File: src/verilog/dwp_pkg.sv
// Shared constants for the dual wiper two-wire slave
package dwp_pkg;
  // Device-type code of the control byte; value is arbitrary
  localparam logic [3:0] DEVICE_TYPE_CODE = 4'hA;
  localparam logic [7:0] WIPER_RESET = 8'h00;
  localparam logic [7:0] WIPER_HIGH_END = 8'hFF;
  localparam logic [7:0] WIPER_LOW_END = 8'h00;
  localparam int BITS_PER_BYTE = 8;
  localparam logic [3:0] LAST_BIT_INDEX = 4'h7;
  localparam logic [3:0] ACK_BIT_INDEX = 4'h8;
  localparam int TYPE_MSB = 7;
  localparam int TYPE_LSB = 4;
  localparam int SELECT_MSB = 3;
  localparam int SELECT_LSB = 1;
  localparam int DIR_BIT = 0;
  typedef enum logic [1:0] {
    DWP_IDLE,
    DWP_RECEIVE,
    DWP_TRANSMIT,
    DWP_IGNORE
  } dwp_state_e;
endpackage

File: src/verilog/dwp_line_if.sv
// Bus condition events passed from the line watcher to the serial engine
`timescale 1ns/1ps
interface dwp_line_if;
  logic scl_rise;
  logic scl_fall;
  logic sda_level;
  logic start_seen;
  logic stop_seen;
  modport watcher (output scl_rise, output scl_fall, output sda_level, output start_seen, output stop_seen);
  modport engine (input scl_rise, input scl_fall, input sda_level, input start_seen, input stop_seen);
endinterface

File: src/verilog/dwp_line_watch.sv
// Oversampling edge and START/STOP detector for SCL and SDA
`timescale 1ns/1ps
module dwp_line_watch (
  input wire logic ref_clk,
  input wire logic reset,
  input wire logic scl_in,
  input wire logic sda_in,
  dwp_line_if.watcher line
);
  logic scl_q;
  logic sda_q;

  // Previous line levels; reset to idle-high so no false edge at release
  always_ff @(posedge ref_clk) begin
    if (reset) begin
      scl_q <= 1'b1;
      sda_q <= 1'b1;
    end else begin
      scl_q <= scl_in;
      sda_q <= sda_in;
    end
  end

  // Edge and condition pulses, one cycle each; SDA level passed straight through
  always_comb begin
    line.scl_rise = scl_in & ~scl_q;
    line.scl_fall = ~scl_in & scl_q;
    line.sda_level = sda_in;
    line.start_seen = scl_in & scl_q & sda_q & ~sda_in;
    line.stop_seen = scl_in & scl_q & ~sda_q & sda_in;
  end
endmodule

File: src/verilog/dwp_slave.sv
// Two-wire slave front end holding two 8-bit wiper registers
//
// Operation
// - One 8-bit wiper register per potentiometer; FFh high end, 00h low end.
// - Both wipers clear to 00h at power-up reset; nothing retained.
// - Device is slave only; master makes clocks, START and STOP.
// - SDA changes only with SCL low; change under SCL high is control.
// - SDA fall under SCL high is START; rise is STOP.
// - Eight data bits per byte, then an acknowledge bit from the receiver.
// - Bytes shift most significant bit first.
// - Acknowledger holds SDA low through the whole ninth clock high.
// - Master not-acknowledges last read byte; device then releases SDA.
// - First byte after START is control: type code plus three select bits.
// - Control byte bit zero: one means read, zero means write.
// - Acknowledge control only on full match, then receive or transmit.
// - In receive mode every byte from master is acknowledged.
// - Repeated START ends transfer and decodes a new control byte.
// - START and STOP recognised in both receive and transmit modes.
// - Read returns wiper zero, then wiper one if master acknowledges.
`timescale 1ns/1ps
module dwp_slave (
  input wire logic ref_clk,
  input wire logic reset,
  input wire logic scl_in,
  input wire logic sda_in,
  output logic sda_out,
  output logic sda_oe,
  input wire logic device_select_bit0,
  input wire logic device_select_bit1,
  input wire logic device_select_bit2,
  input wire logic wiper_write_zero,
  input wire logic wiper_write_one,
  input wire logic [7:0] wiper_write_data,
  output logic [7:0] wiper_position_zero,
  output logic [7:0] wiper_position_one,
  output logic rx_byte_valid,
  output logic [7:0] rx_byte,
  output logic rx_first_data,
  output logic busy
);
  dwp_line_if line ();
  dwp_pkg::dwp_state_e state;
  logic control_phase;
  logic [3:0] bit_count;
  logic [7:0] shift_in;
  logic [7:0] shift_out;
  logic read_second;
  logic ack_drive;
  logic first_data_pending;
  logic [2:0] select_bits;
  logic [7:0] next_byte;
  logic match;

  dwp_line_watch u_watch (
    .ref_clk(ref_clk),
    .reset(reset),
    .scl_in(scl_in),
    .sda_in(sda_in),
    .line(line)
  );

  // Control byte decode on the byte about to complete
  always_comb begin
    select_bits = {device_select_bit2, device_select_bit1, device_select_bit0};
    next_byte = {shift_in[6:0], line.sda_level};
    match = (next_byte[dwp_pkg::TYPE_MSB:dwp_pkg::TYPE_LSB] == dwp_pkg::DEVICE_TYPE_CODE) &&
            (next_byte[dwp_pkg::SELECT_MSB:dwp_pkg::SELECT_LSB] == select_bits);
  end

  always_ff @(posedge ref_clk) begin
    if (reset) begin
      wiper_position_zero <= dwp_pkg::WIPER_RESET;
      wiper_position_one <= dwp_pkg::WIPER_RESET;
    end else begin
      if (wiper_write_zero) begin
        wiper_position_zero <= wiper_write_data;
      end
      if (wiper_write_one) begin
        wiper_position_one <= wiper_write_data;
      end
    end
  end

  // Serial engine: sampled on SCL rise, driven on SCL fall
  always_ff @(posedge ref_clk) begin
    if (reset) begin
      state <= dwp_pkg::DWP_IDLE;
      control_phase <= 1'b0;
      bit_count <= 4'h0;
      shift_in <= 8'h00;
      shift_out <= 8'h00;
      read_second <= 1'b0;
      ack_drive <= 1'b0;
      first_data_pending <= 1'b0;
      rx_byte_valid <= 1'b0;
      rx_byte <= 8'h00;
      rx_first_data <= 1'b0;
    end else begin
      rx_byte_valid <= 1'b0;
      rx_first_data <= 1'b0;
      if (line.stop_seen) begin
        state <= dwp_pkg::DWP_IDLE;
        ack_drive <= 1'b0;
        control_phase <= 1'b0;
      end else if (line.start_seen) begin
        state <= dwp_pkg::DWP_RECEIVE;
        control_phase <= 1'b1;
        bit_count <= 4'h0;
        ack_drive <= 1'b0;
        read_second <= 1'b0;
      end else begin
        unique case (state)
          dwp_pkg::DWP_IDLE, dwp_pkg::DWP_IGNORE: begin
            ack_drive <= 1'b0;
          end
          dwp_pkg::DWP_RECEIVE: begin
            if (line.scl_rise && bit_count <= dwp_pkg::LAST_BIT_INDEX) begin
              shift_in <= next_byte;
              bit_count <= bit_count + 4'h1;
              if (bit_count == dwp_pkg::LAST_BIT_INDEX && !control_phase) begin
                rx_byte_valid <= 1'b1;
                rx_byte <= next_byte;
                rx_first_data <= first_data_pending;
                first_data_pending <= 1'b0;
              end
              if (bit_count == dwp_pkg::LAST_BIT_INDEX && control_phase && !match) begin
                state <= dwp_pkg::DWP_IGNORE;
              end
            end else if (line.scl_fall && bit_count == dwp_pkg::ACK_BIT_INDEX && !ack_drive) begin
              ack_drive <= 1'b1;
            end else if (line.scl_fall && bit_count == dwp_pkg::ACK_BIT_INDEX && ack_drive) begin
              ack_drive <= 1'b0;
              bit_count <= 4'h0;
              if (control_phase) begin
                control_phase <= 1'b0;
                first_data_pending <= 1'b1;
                if (shift_in[dwp_pkg::DIR_BIT]) begin
                  state <= dwp_pkg::DWP_TRANSMIT;
                  shift_out <= wiper_position_zero;
                  read_second <= 1'b0;
                end
              end
            end
          end
          dwp_pkg::DWP_TRANSMIT: begin
            if (line.scl_fall && bit_count < dwp_pkg::LAST_BIT_INDEX) begin
              shift_out <= {shift_out[6:0], 1'b0};
              bit_count <= bit_count + 4'h1;
            end else if (line.scl_fall && bit_count == dwp_pkg::LAST_BIT_INDEX) begin
              bit_count <= dwp_pkg::ACK_BIT_INDEX;
            end else if (line.scl_fall && bit_count == dwp_pkg::ACK_BIT_INDEX && read_second) begin
              // second byte waits for SCL low
              bit_count <= 4'h0;
            end else if (line.scl_rise && bit_count == dwp_pkg::ACK_BIT_INDEX) begin
              if (!line.sda_level && !read_second) begin
                // second byte on acknowledge
                // Driver stays released until the ninth clock falls
                read_second <= 1'b1;
                shift_out <= wiper_position_one;
              end else begin
                state <= dwp_pkg::DWP_IGNORE;
              end
            end
          end
        endcase
      end
    end
  end

  // slave only, no SCL drive
  // Open-drain SDA: output fixed low, enable pulls the line
  always_ff @(posedge ref_clk) begin
    if (reset) begin
      sda_out <= 1'b0;
      sda_oe <= 1'b0;
      busy <= 1'b0;
    end else begin
      sda_out <= 1'b0;
      busy <= (state != dwp_pkg::DWP_IDLE);
      if (state == dwp_pkg::DWP_TRANSMIT && bit_count <= dwp_pkg::LAST_BIT_INDEX && !line.stop_seen &&
          !line.start_seen) begin
        sda_oe <= ~shift_out[7];
      end else begin
        sda_oe <= ack_drive && state == dwp_pkg::DWP_RECEIVE;
      end
    end
  end
endmodule
File: config.mk
export PLATFORM = sky130hd
export DESIGN_NAME = dwp_slave
export DESIGN_NICKNAME = d
export VERILOG_FILES = /design/src/verilog/dwp_pkg.sv /design/src/verilog/dwp_line_if.sv /design/src/verilog/dwp_line_watch.sv /design/src/verilog/dwp_slave.sv
export SDC_FILE = /design/constraint.sdc
export NUM_CORES = 1
export LEC_CHECK = 0
export ABC_AREA = 1
export CAP_MARGIN = 10
export CORE_ASPECT_RATIO = 0.6
export CORE_MARGIN = 2
export CORE_UTILIZATION = 28
export CTS_BUF_LIST = sky130_fd_sc_hd__clkbuf_4 sky130_fd_sc_hd__clkbuf_8 sky130_fd_sc_hd__clkbuf_16
export DETAILED_ROUTE_END_ITERATION = 8
export DONT_BUFFER_PORTS = 1
export PLACE_DENSITY = 0.53
export SLEW_MARGIN = 20
export SYNTH_ARGS = -nofsm -noshare
export SYNTH_HDL_FRONTEND = slang
export SYNTH_SLANG_ARGS = --single-unit
export TNS_END_PERCENT = 20
File: constraint.sdc
create_clock -name ref_clk -period 1.6 [get_ports ref_clk]
set_input_delay 0.4 -clock ref_clk [delete_from_list [all_inputs] [get_ports ref_clk]]
set_output_delay 0.4 -clock ref_clk [all_outputs]
set_load 0.05 [all_outputs]
==> impl_metrics.env, run 1 <==
export IMPL_grt_max_degree=25
export IMPL_ys_warn_count=0
export IMPL_ant_nets=0
export IMPL_synth_xor_area_share=0.00328
export IMPL_antennaDiodeCount=0
export IMPL_r2r_start="bit_count[1]"
export IMPL_final_cell_area_sq_um=3370
export IMPL_crit_type="flop to flop"
export IMPL_wl_per_cell_um=12.9
export IMPL_viasPerCell=4.43
export IMPL_core_sq_um=9220
export IMPL_synth_area_leaders="dfxtp_1, nor2_1, nand2_1, o21ai_0, inv_1"
export IMPL_synth_mux_area_fraction=0
export IMPL_ios=46
export IMPL_clkLatencyLatePin_ns=0.29
export IMPL_initial_utilization=0.290
export IMPL_syn_cell_area_sq_um=2670
export IMPL_reg2reg_to="shift_out[5]"
export IMPL_grt_pass1_vias=2229
export IMPL_fp_dieW_um=130
export IMPL_critPathBufInv=2
export IMPL_synthAdderAreaFrac=0.0234
export IMPL_max_freq_ghz=0.626
export IMPL_drt_total_wl_mm=7.21
export IMPL_synth_top_family_by_area="simple AND/OR/NAND/NOR gates"
export IMPL_worst_path_stages=11
export IMPL_syn_to_final_growth_pct=26.2
export IMPL_finalSetupViolCount=0
export IMPL_hold_violations=0
export IMPL_setup_tns_ns=0
export IMPL_grt_pass1_wl_mm=11.4
export IMPL_layout_drive_gt1_share=0.241
export IMPL_path_common_cell="nand2_4"
export IMPL_h_tree_depth=2
export IMPL_slew_headroom=0.608
export IMPL_clock_sinks=55
export IMPL_antenna_found_initial=0
export IMPL_cts_buffers_inserted=5
export IMPL_power_leakage_nw=1.50
export IMPL_synth_nets=416
export IMPL_dpl_hpwl_mm=5.35
export IMPL_powerDensity_nw_per_um2=1640
export IMPL_ys_ff_latch=55
export IMPL_ys_seq_area_frac=0.412
export IMPL_gp_congestion=0.928
export IMPL_cap_violations=0
export IMPL_cts_buffer_depth=2
export IMPL_synth_compound_area_frac=0.135
export IMPL_skew_ns=0.00732
export IMPL_crit_required_ns=1.79
export IMPL_fin_crit_ns=1.60
export IMPL_drt_pass1_iter_count=4
export IMPL_vdd_ir_drop_max_mv=0.685
export IMPL_die_h_um=79.7
export IMPL_hold_class="input pin to flop"
export IMPL_grt_usage=0.143
export IMPL_num_vias=2466
export IMPL_holdPathStages=1
export IMPL_max_stage_delay_ns=0.33
export IMPL_cts_root_buffer="clkbuf_16"
export IMPL_maxSlewViolCount=0
export IMPL_crit_arrival_ns=1.79
export IMPL_synth_distinct_cells=31
export IMPL_start_kind="flop"
export IMPL_holdPathEnd="shift_out[0]"
export IMPL_critPathTopFamily="simple AND/OR/NAND/NOR gates"
export IMPL_drt_initial_drc_count=170
export IMPL_tritoncts="built"
export IMPL_synth_top_area_frac=0.412
export IMPL_grt_overflow_total=0
export IMPL_row_count=27
export IMPL_worstHoldStart="reset"
export IMPL_tightest_slew_ns=0.588
export IMPL_crit_fanout=8
export IMPL_syn_inst=394
export IMPL_cp_startpoint="bit_count[1]"
export IMPL_yosysTopAreaCell="dfxtp_1"
export IMPL_r2r_cells=11
export IMPL_utilization=0.366
export IMPL_drc_errors=0
export IMPL_reg2reg_slack_ns=0.001
export IMPL_hold_ws_ns=0.163
export IMPL_avgSynthCellArea_sq_um=6.78
export IMPL_status="completed"
export IMPL_die_area_sq_um=10400
export IMPL_portBuffers=0
export IMPL_dpl_instance_area_sq_um=2990
export IMPL_crit_path_top_delay_cell="dfxtp_2"
export IMPL_rsz0062_at_grt="yes"
export IMPL_clkSlewWorstSetupHoldPaths_ns=0.07
export IMPL_cp_cell_sequence="inv_2 > ha_4 > nand2_4 > nor2_4 > nand3_4 > nand2_4 > inv_2 > nor2_4 > nand2_4 > nor2_1 > nor2_2"
export IMPL_period_share=0.999
export IMPL_endpoint_kind="flop"
export IMPL_synthSimpleGateAreaFrac=0.335
export IMPL_nets=448
## how the worst max path moves through the flow
stage | endpoint | slack [ns]
3_5_place_dp | bit_count[1] | -0.06
2_1_floorplan | shift_out[5] | 0.04
6_report | shift_out[5] | 0.001
3_3_place_gp | rx_byte[0] | -0.05
5_1_grt | shift_out[5] | -0.10
4_1_cts | shift_out[0] | -0.03
## flip-flops by register name, summed over array words and instances, names as in the netlist
register             cells
bit_count                4
sda_oe                   1
u_watch.scl_q            1
busy                     1
rx_byte                  8
rx_byte_valid            1
rx_first_data            1
shift_in                 7
wiper_position_one       8
u_watch.sda_q            1
wiper_position_zero      8
shift_out                8
read_second              1
control_phase            1
first_data_pending       1
ack_drive                1
state                    2
## logic make-up after synthesis
group | count (synthesis)
AOI/OAI and AO/OA | 66
buffers and inverters | 54
DFF | 55
adders and majority gates | 5
other | 1
and+or+nand+nor | 212
xor gates and xnor gates | 1
## cell usage after synthesis
master	n
nand4_1	2
o21ai_1	1
nand2_2	7
o211ai_1	7
ha_1	5
a21oi_1	18
xor2_1	1
clkbuf_1	5
nand4_2	1
nand3_1	12
nor2_1	94
nand3_2	1
dfxtp_1	55
nor2_2	2
o21ai_0	36
buf_1	1
inv_2	4
buf_6	4
nand2_1	85
a211oi_1	1
nand3_4	1
a21boi_0	1
a21oi_2	1
or2_2	1
nor3_1	3
inv_1	38
conb_1	1
nand2_4	1
o21ai_2	1
buf_4	2
nor2_4	2
## metal layers
metal,routed length (um),global-route usage,up-vias,share of wire
met5,0,0,-,0
met4,29,0.0355,0,0.0040
met3,515,0.0409,2,0.071
met2,2820,0.183,57,0.39
met1,3840,0.224,1102,0.53
li1,-,-,1305,-
## timing repair
action / in CTS / in global routing
buffers inserted: 0 / 4
hold buffers: 0 / 0
pin swaps: 0 / 18
resized for setup: 6 / 49
cloned: 0 / 1
setup endpoints to repair: 17 / 26
## area by class of cell
cell class	count	area, sq um
fillers	1006	5850
multi-input cells	286	1500
flip-flops and latches	55	1110
repair buffers	36	278
inverters	42	163
well taps	130	163
clock buffers	8	160
## metrics by stage
stage,worst slack (ns),std cells,power (mW)
finish,0.00129,557,5.52
global route,-0.100,557,5.96
CTS,-0.0278,552,5.09
detailed placement,-0.0595,544,3.87
global placement,-0.0526,544,3.84
floorplan,0.0392,394,3.27
## cells in the final DEF, fill, tap and decap left out, drive strengths merged
cell and instances:
a211oi 1, a21boi 1, a21oi 19, buf 36, clkbuf 8, clkinv 1, conb 1, dfxtp 55
ha 5, inv 41, nand2 94, nand3 14, nand4 3, nor2 98, nor3 3, o211ai 7
o21ai 38, or2 1, xor2 1
## report_power, final
| group | switching, mW | total (mW) | internal, mW |
|---|---|---|---|
| combinational | 1.39 | 2.41 | 1.02 |
| clock | 0.493 | 1.18 | 0.685 |
| sequential | 0.305 | 1.93 | 1.63 |
No activity file was read; power rests on OpenSTA's default activity.
==> inputs of run 2 (changes only) <==
--- a/config.mk
+++ b/config.mk
@@ -8,7 +8,6 @@
 export ABC_AREA = 1
 export CAP_MARGIN = 10
 export CORE_ASPECT_RATIO = 0.6
-export CORE_MARGIN = 2
 export CORE_UTILIZATION = 28
 export CTS_BUF_LIST = sky130_fd_sc_hd__clkbuf_4 sky130_fd_sc_hd__clkbuf_8 sky130_fd_sc_hd__clkbuf_16
 export DETAILED_ROUTE_END_ITERATION = 8
==> run 2 against run 1 <==
Against the previous run:
- setup slack better by 0.013 ns
- fmax is 0.83% higher
- routed wire length is 1.7% higher
- design area is 1.1% lower
- sequential share of layout area is 0.41 points higher
- worst hold slack worse by 0.0078 ns
- non-clock buffer count stayed put
- total power is 2.4% lower
- global-route usage is 1.2 points higher
- combinational power is 6% lower
- critical endpoint is now bit_count[1]
- largest power group unchanged
==> impl_metrics.env, run 2 (same netlist as run 1, synthesis figures left out) <==
export IMPL_dp_worst_setup_slack_ns=-0.0975
export IMPL_worstHoldStart="reset"
export IMPL_crit_arrival_ns=1.78
export IMPL_clkPwrFrac=0.224
export IMPL_cts_root_buffer="clkbuf_16"
export IMPL_drt_initial_drc_count=144
export IMPL_die_h_um=77.7
export IMPL_vdd_ir_drop_max_mv=0.520
export IMPL_cp_cell_sequence="inv_1 > ha_2 > buf_4 > o21ai_0 > nor2_1 > nand2_2 > nand3_4 > nand2_1 > nand2_1 > nor2_1"
export IMPL_skew_ns=0.00557
export IMPL_fin_crit_ns=1.59
export IMPL_power_total_mw=5.39
export IMPL_antennaDiodeCount=0
export IMPL_rsz0062_at_grt="yes"
export IMPL_wl_per_cell_um=13.2
export IMPL_max_freq_ghz=0.631
export IMPL_final_cell_area_sq_um=3340
export IMPL_dpl_instance_area_sq_um=3010
export IMPL_power_leakage_nw=1.48
export IMPL_num_vias=2498
export IMPL_portBuffers=0
export IMPL_pwr_share_comb=0.420
export IMPL_switchingPower_mw=2.16
export IMPL_powerDensity_nw_per_um2=1620
export IMPL_holdPathStages=1
export IMPL_tightest_slew_ns=0.584
export IMPL_grt_overflow_total=0
export IMPL_gp_congestion=0.895
export IMPL_die_area_sq_um=9950
export IMPL_period_share=0.991
export IMPL_row_count=27
export IMPL_crit_required_ns=1.79
export IMPL_finalSetupViolCount=0
export IMPL_power_switching_share=0.400
export IMPL_crit_path_top_delay_cell="dfxtp_4"
export IMPL_clock_sinks=55
export IMPL_slew_headroom=0.610
export IMPL_p_seq_frac=0.356
export IMPL_tritoncts="built"
export IMPL_layout_setup_ws_ns=0.0145
export IMPL_clkSlewWorstSetupHoldPaths_ns=0.07
export IMPL_h_tree_depth=2
export IMPL_start_kind="flop"
export IMPL_hold_class="input pin to flop"
export IMPL_status="completed"
export IMPL_antenna_found_initial=0
export IMPL_ios=46
export IMPL_reg2reg_slack_ns=0.01
export IMPL_maxSlewViolCount=0
export IMPL_max_stage_delay_ns=0.36
export IMPL_clkLatencyLatePin_ns=0.30
export IMPL_hold_violations=0
export IMPL_core_sq_um=9220
export IMPL_internal_power_mw=3.23
export IMPL_grt_usage=0.155
export IMPL_drc_errors=0
export IMPL_ant_nets=0
export IMPL_reg2reg_to="bit_count[1]"
export IMPL_initial_utilization=0.290
export IMPL_nets=448
export IMPL_cts_buffers_inserted=5
export IMPL_cap_violations=0
export IMPL_hold_ws_ns=0.156
export IMPL_drt_pass1_iter_count=4
export IMPL_grt_max_degree=25
export IMPL_layout_drive_gt1_share=0.220
export IMPL_grt_pass1_wl_mm=11.9
export IMPL_final_cell_mix="nor2_1, nand2_1, dfxtp_1"
export IMPL_dpl_hpwl_mm=5.35
export IMPL_r2r_cells=10
export IMPL_fp_dieW_um=128
export IMPL_crit_fanout=7
export IMPL_endpoint_kind="flop"
export IMPL_cts_buffer_depth=2
export IMPL_crit_type="flop to flop"
export IMPL_viasPerCell=4.48
export IMPL_drt_total_wl_mm=7.33
export IMPL_grt_pass1_vias=2314
export IMPL_r2r_start="state[0]"
export IMPL_fill_cells=973
export IMPL_syn_to_final_growth_pct=24.8
export IMPL_holdPathEnd="busy"
export IMPL_layout_commonest_cell="nor2_1"
run 2: cell types whose count changed in the layout (fill, tap and decap cells not counted), moves of 2 or more:
cell / previous run / this run
nand2_2: 15 / 12
nor2_4: 5 / 3
inv_1: 32 / 35
nand2_1: 73 / 79
ha_2: 0 / 2
nand2_4: 6 / 3
inv_2: 9 / 6
nor2_1: 86 / 89
run 2: worst max-delay path, delay by kind of cell, from the launching register on:
kind / cells / cell delay [ns]
buf+inv: 2 / 0.22
compound gates: 1 / 0.13
simple gates: 6 / 0.51
flops: 1 / 0.36
fa+ha+maj: 1 / 0.26
run 2: power groups by stage:
stage | logic (mW) | clock network [mW] | registers, mW
final | 2.26 | 1.21 | 1.92
after global routing | 2.54 | 1.30 | 1.95
after CTS | 2.09 | 1.23 | 1.89
after detailed placement | 1.97 | 0 | 1.92
after global placement | 1.93 | 0 | 1.91
after floorplan | 1.37 | 0 | 1.90
run 2: cell type report:
type / instances / area [sq um] / share of cell area
well taps: 130 / 163 / 0.0488
clock buffers: 7 / 153 / 0.0458
clock inverters: 1 / 7.51 / 0.00225
flip-flops and latches: 55 / 1110 / 0.333
multi-input cells: 286 / 1450 / 0.435
repair buffers: 36 / 290 / 0.0870
inverters: 42 / 163 / 0.0488
run 2: worst max path at each step:
stage	startpoint	end	slack, ns	cells past startpoint
2_1_floorplan	state[1]	shift_out[5]	0.04	11
3_5_place_dp	state[1]	shift_out[2]	-0.1	11
4_1_cts	bit_count[1]	rx_byte[3]	-0.001	9
5_1_grt	bit_count[0]	shift_out[1]	-0.11	12
3_3_place_gp	state[1]	shift_out[4]	-0.05	11
6_report	state[0]	bit_count[1]	0.01	10
run 2: stage by stage:
step / util / std cells / setup TNS [ns]
2_1_floorplan: - / 394 / 0
3_3_place_gp: 0.327 / 545 / -0.299
3_5_place_dp: 0.327 / 545 / -0.962
4_1_cts: 0.349 / 555 / -0.00112
5_1_grt: 0.362 / 557 / -1.10
6_report: 0.362 / 557 / 0
run 2: metal layers:
metal	wire length, um	up-vias	global-route usage
li1	-	1301	-
met5	0	-	0
met2	2870	63	0.213
met4	95	0	0.0529
met1	3910	1126	0.227
met3	452	8	0.0428
run 2: what timing repair did:
action / 4_1_cts / 5_1_grt
pin swaps: 5 / 12
gates resized for setup: 11 / 29
cloned: 1 / 0
endpoints found under the setup margin: 16 / 25
buffers inserted: 1 / 2
hold buffers: 0 / 0
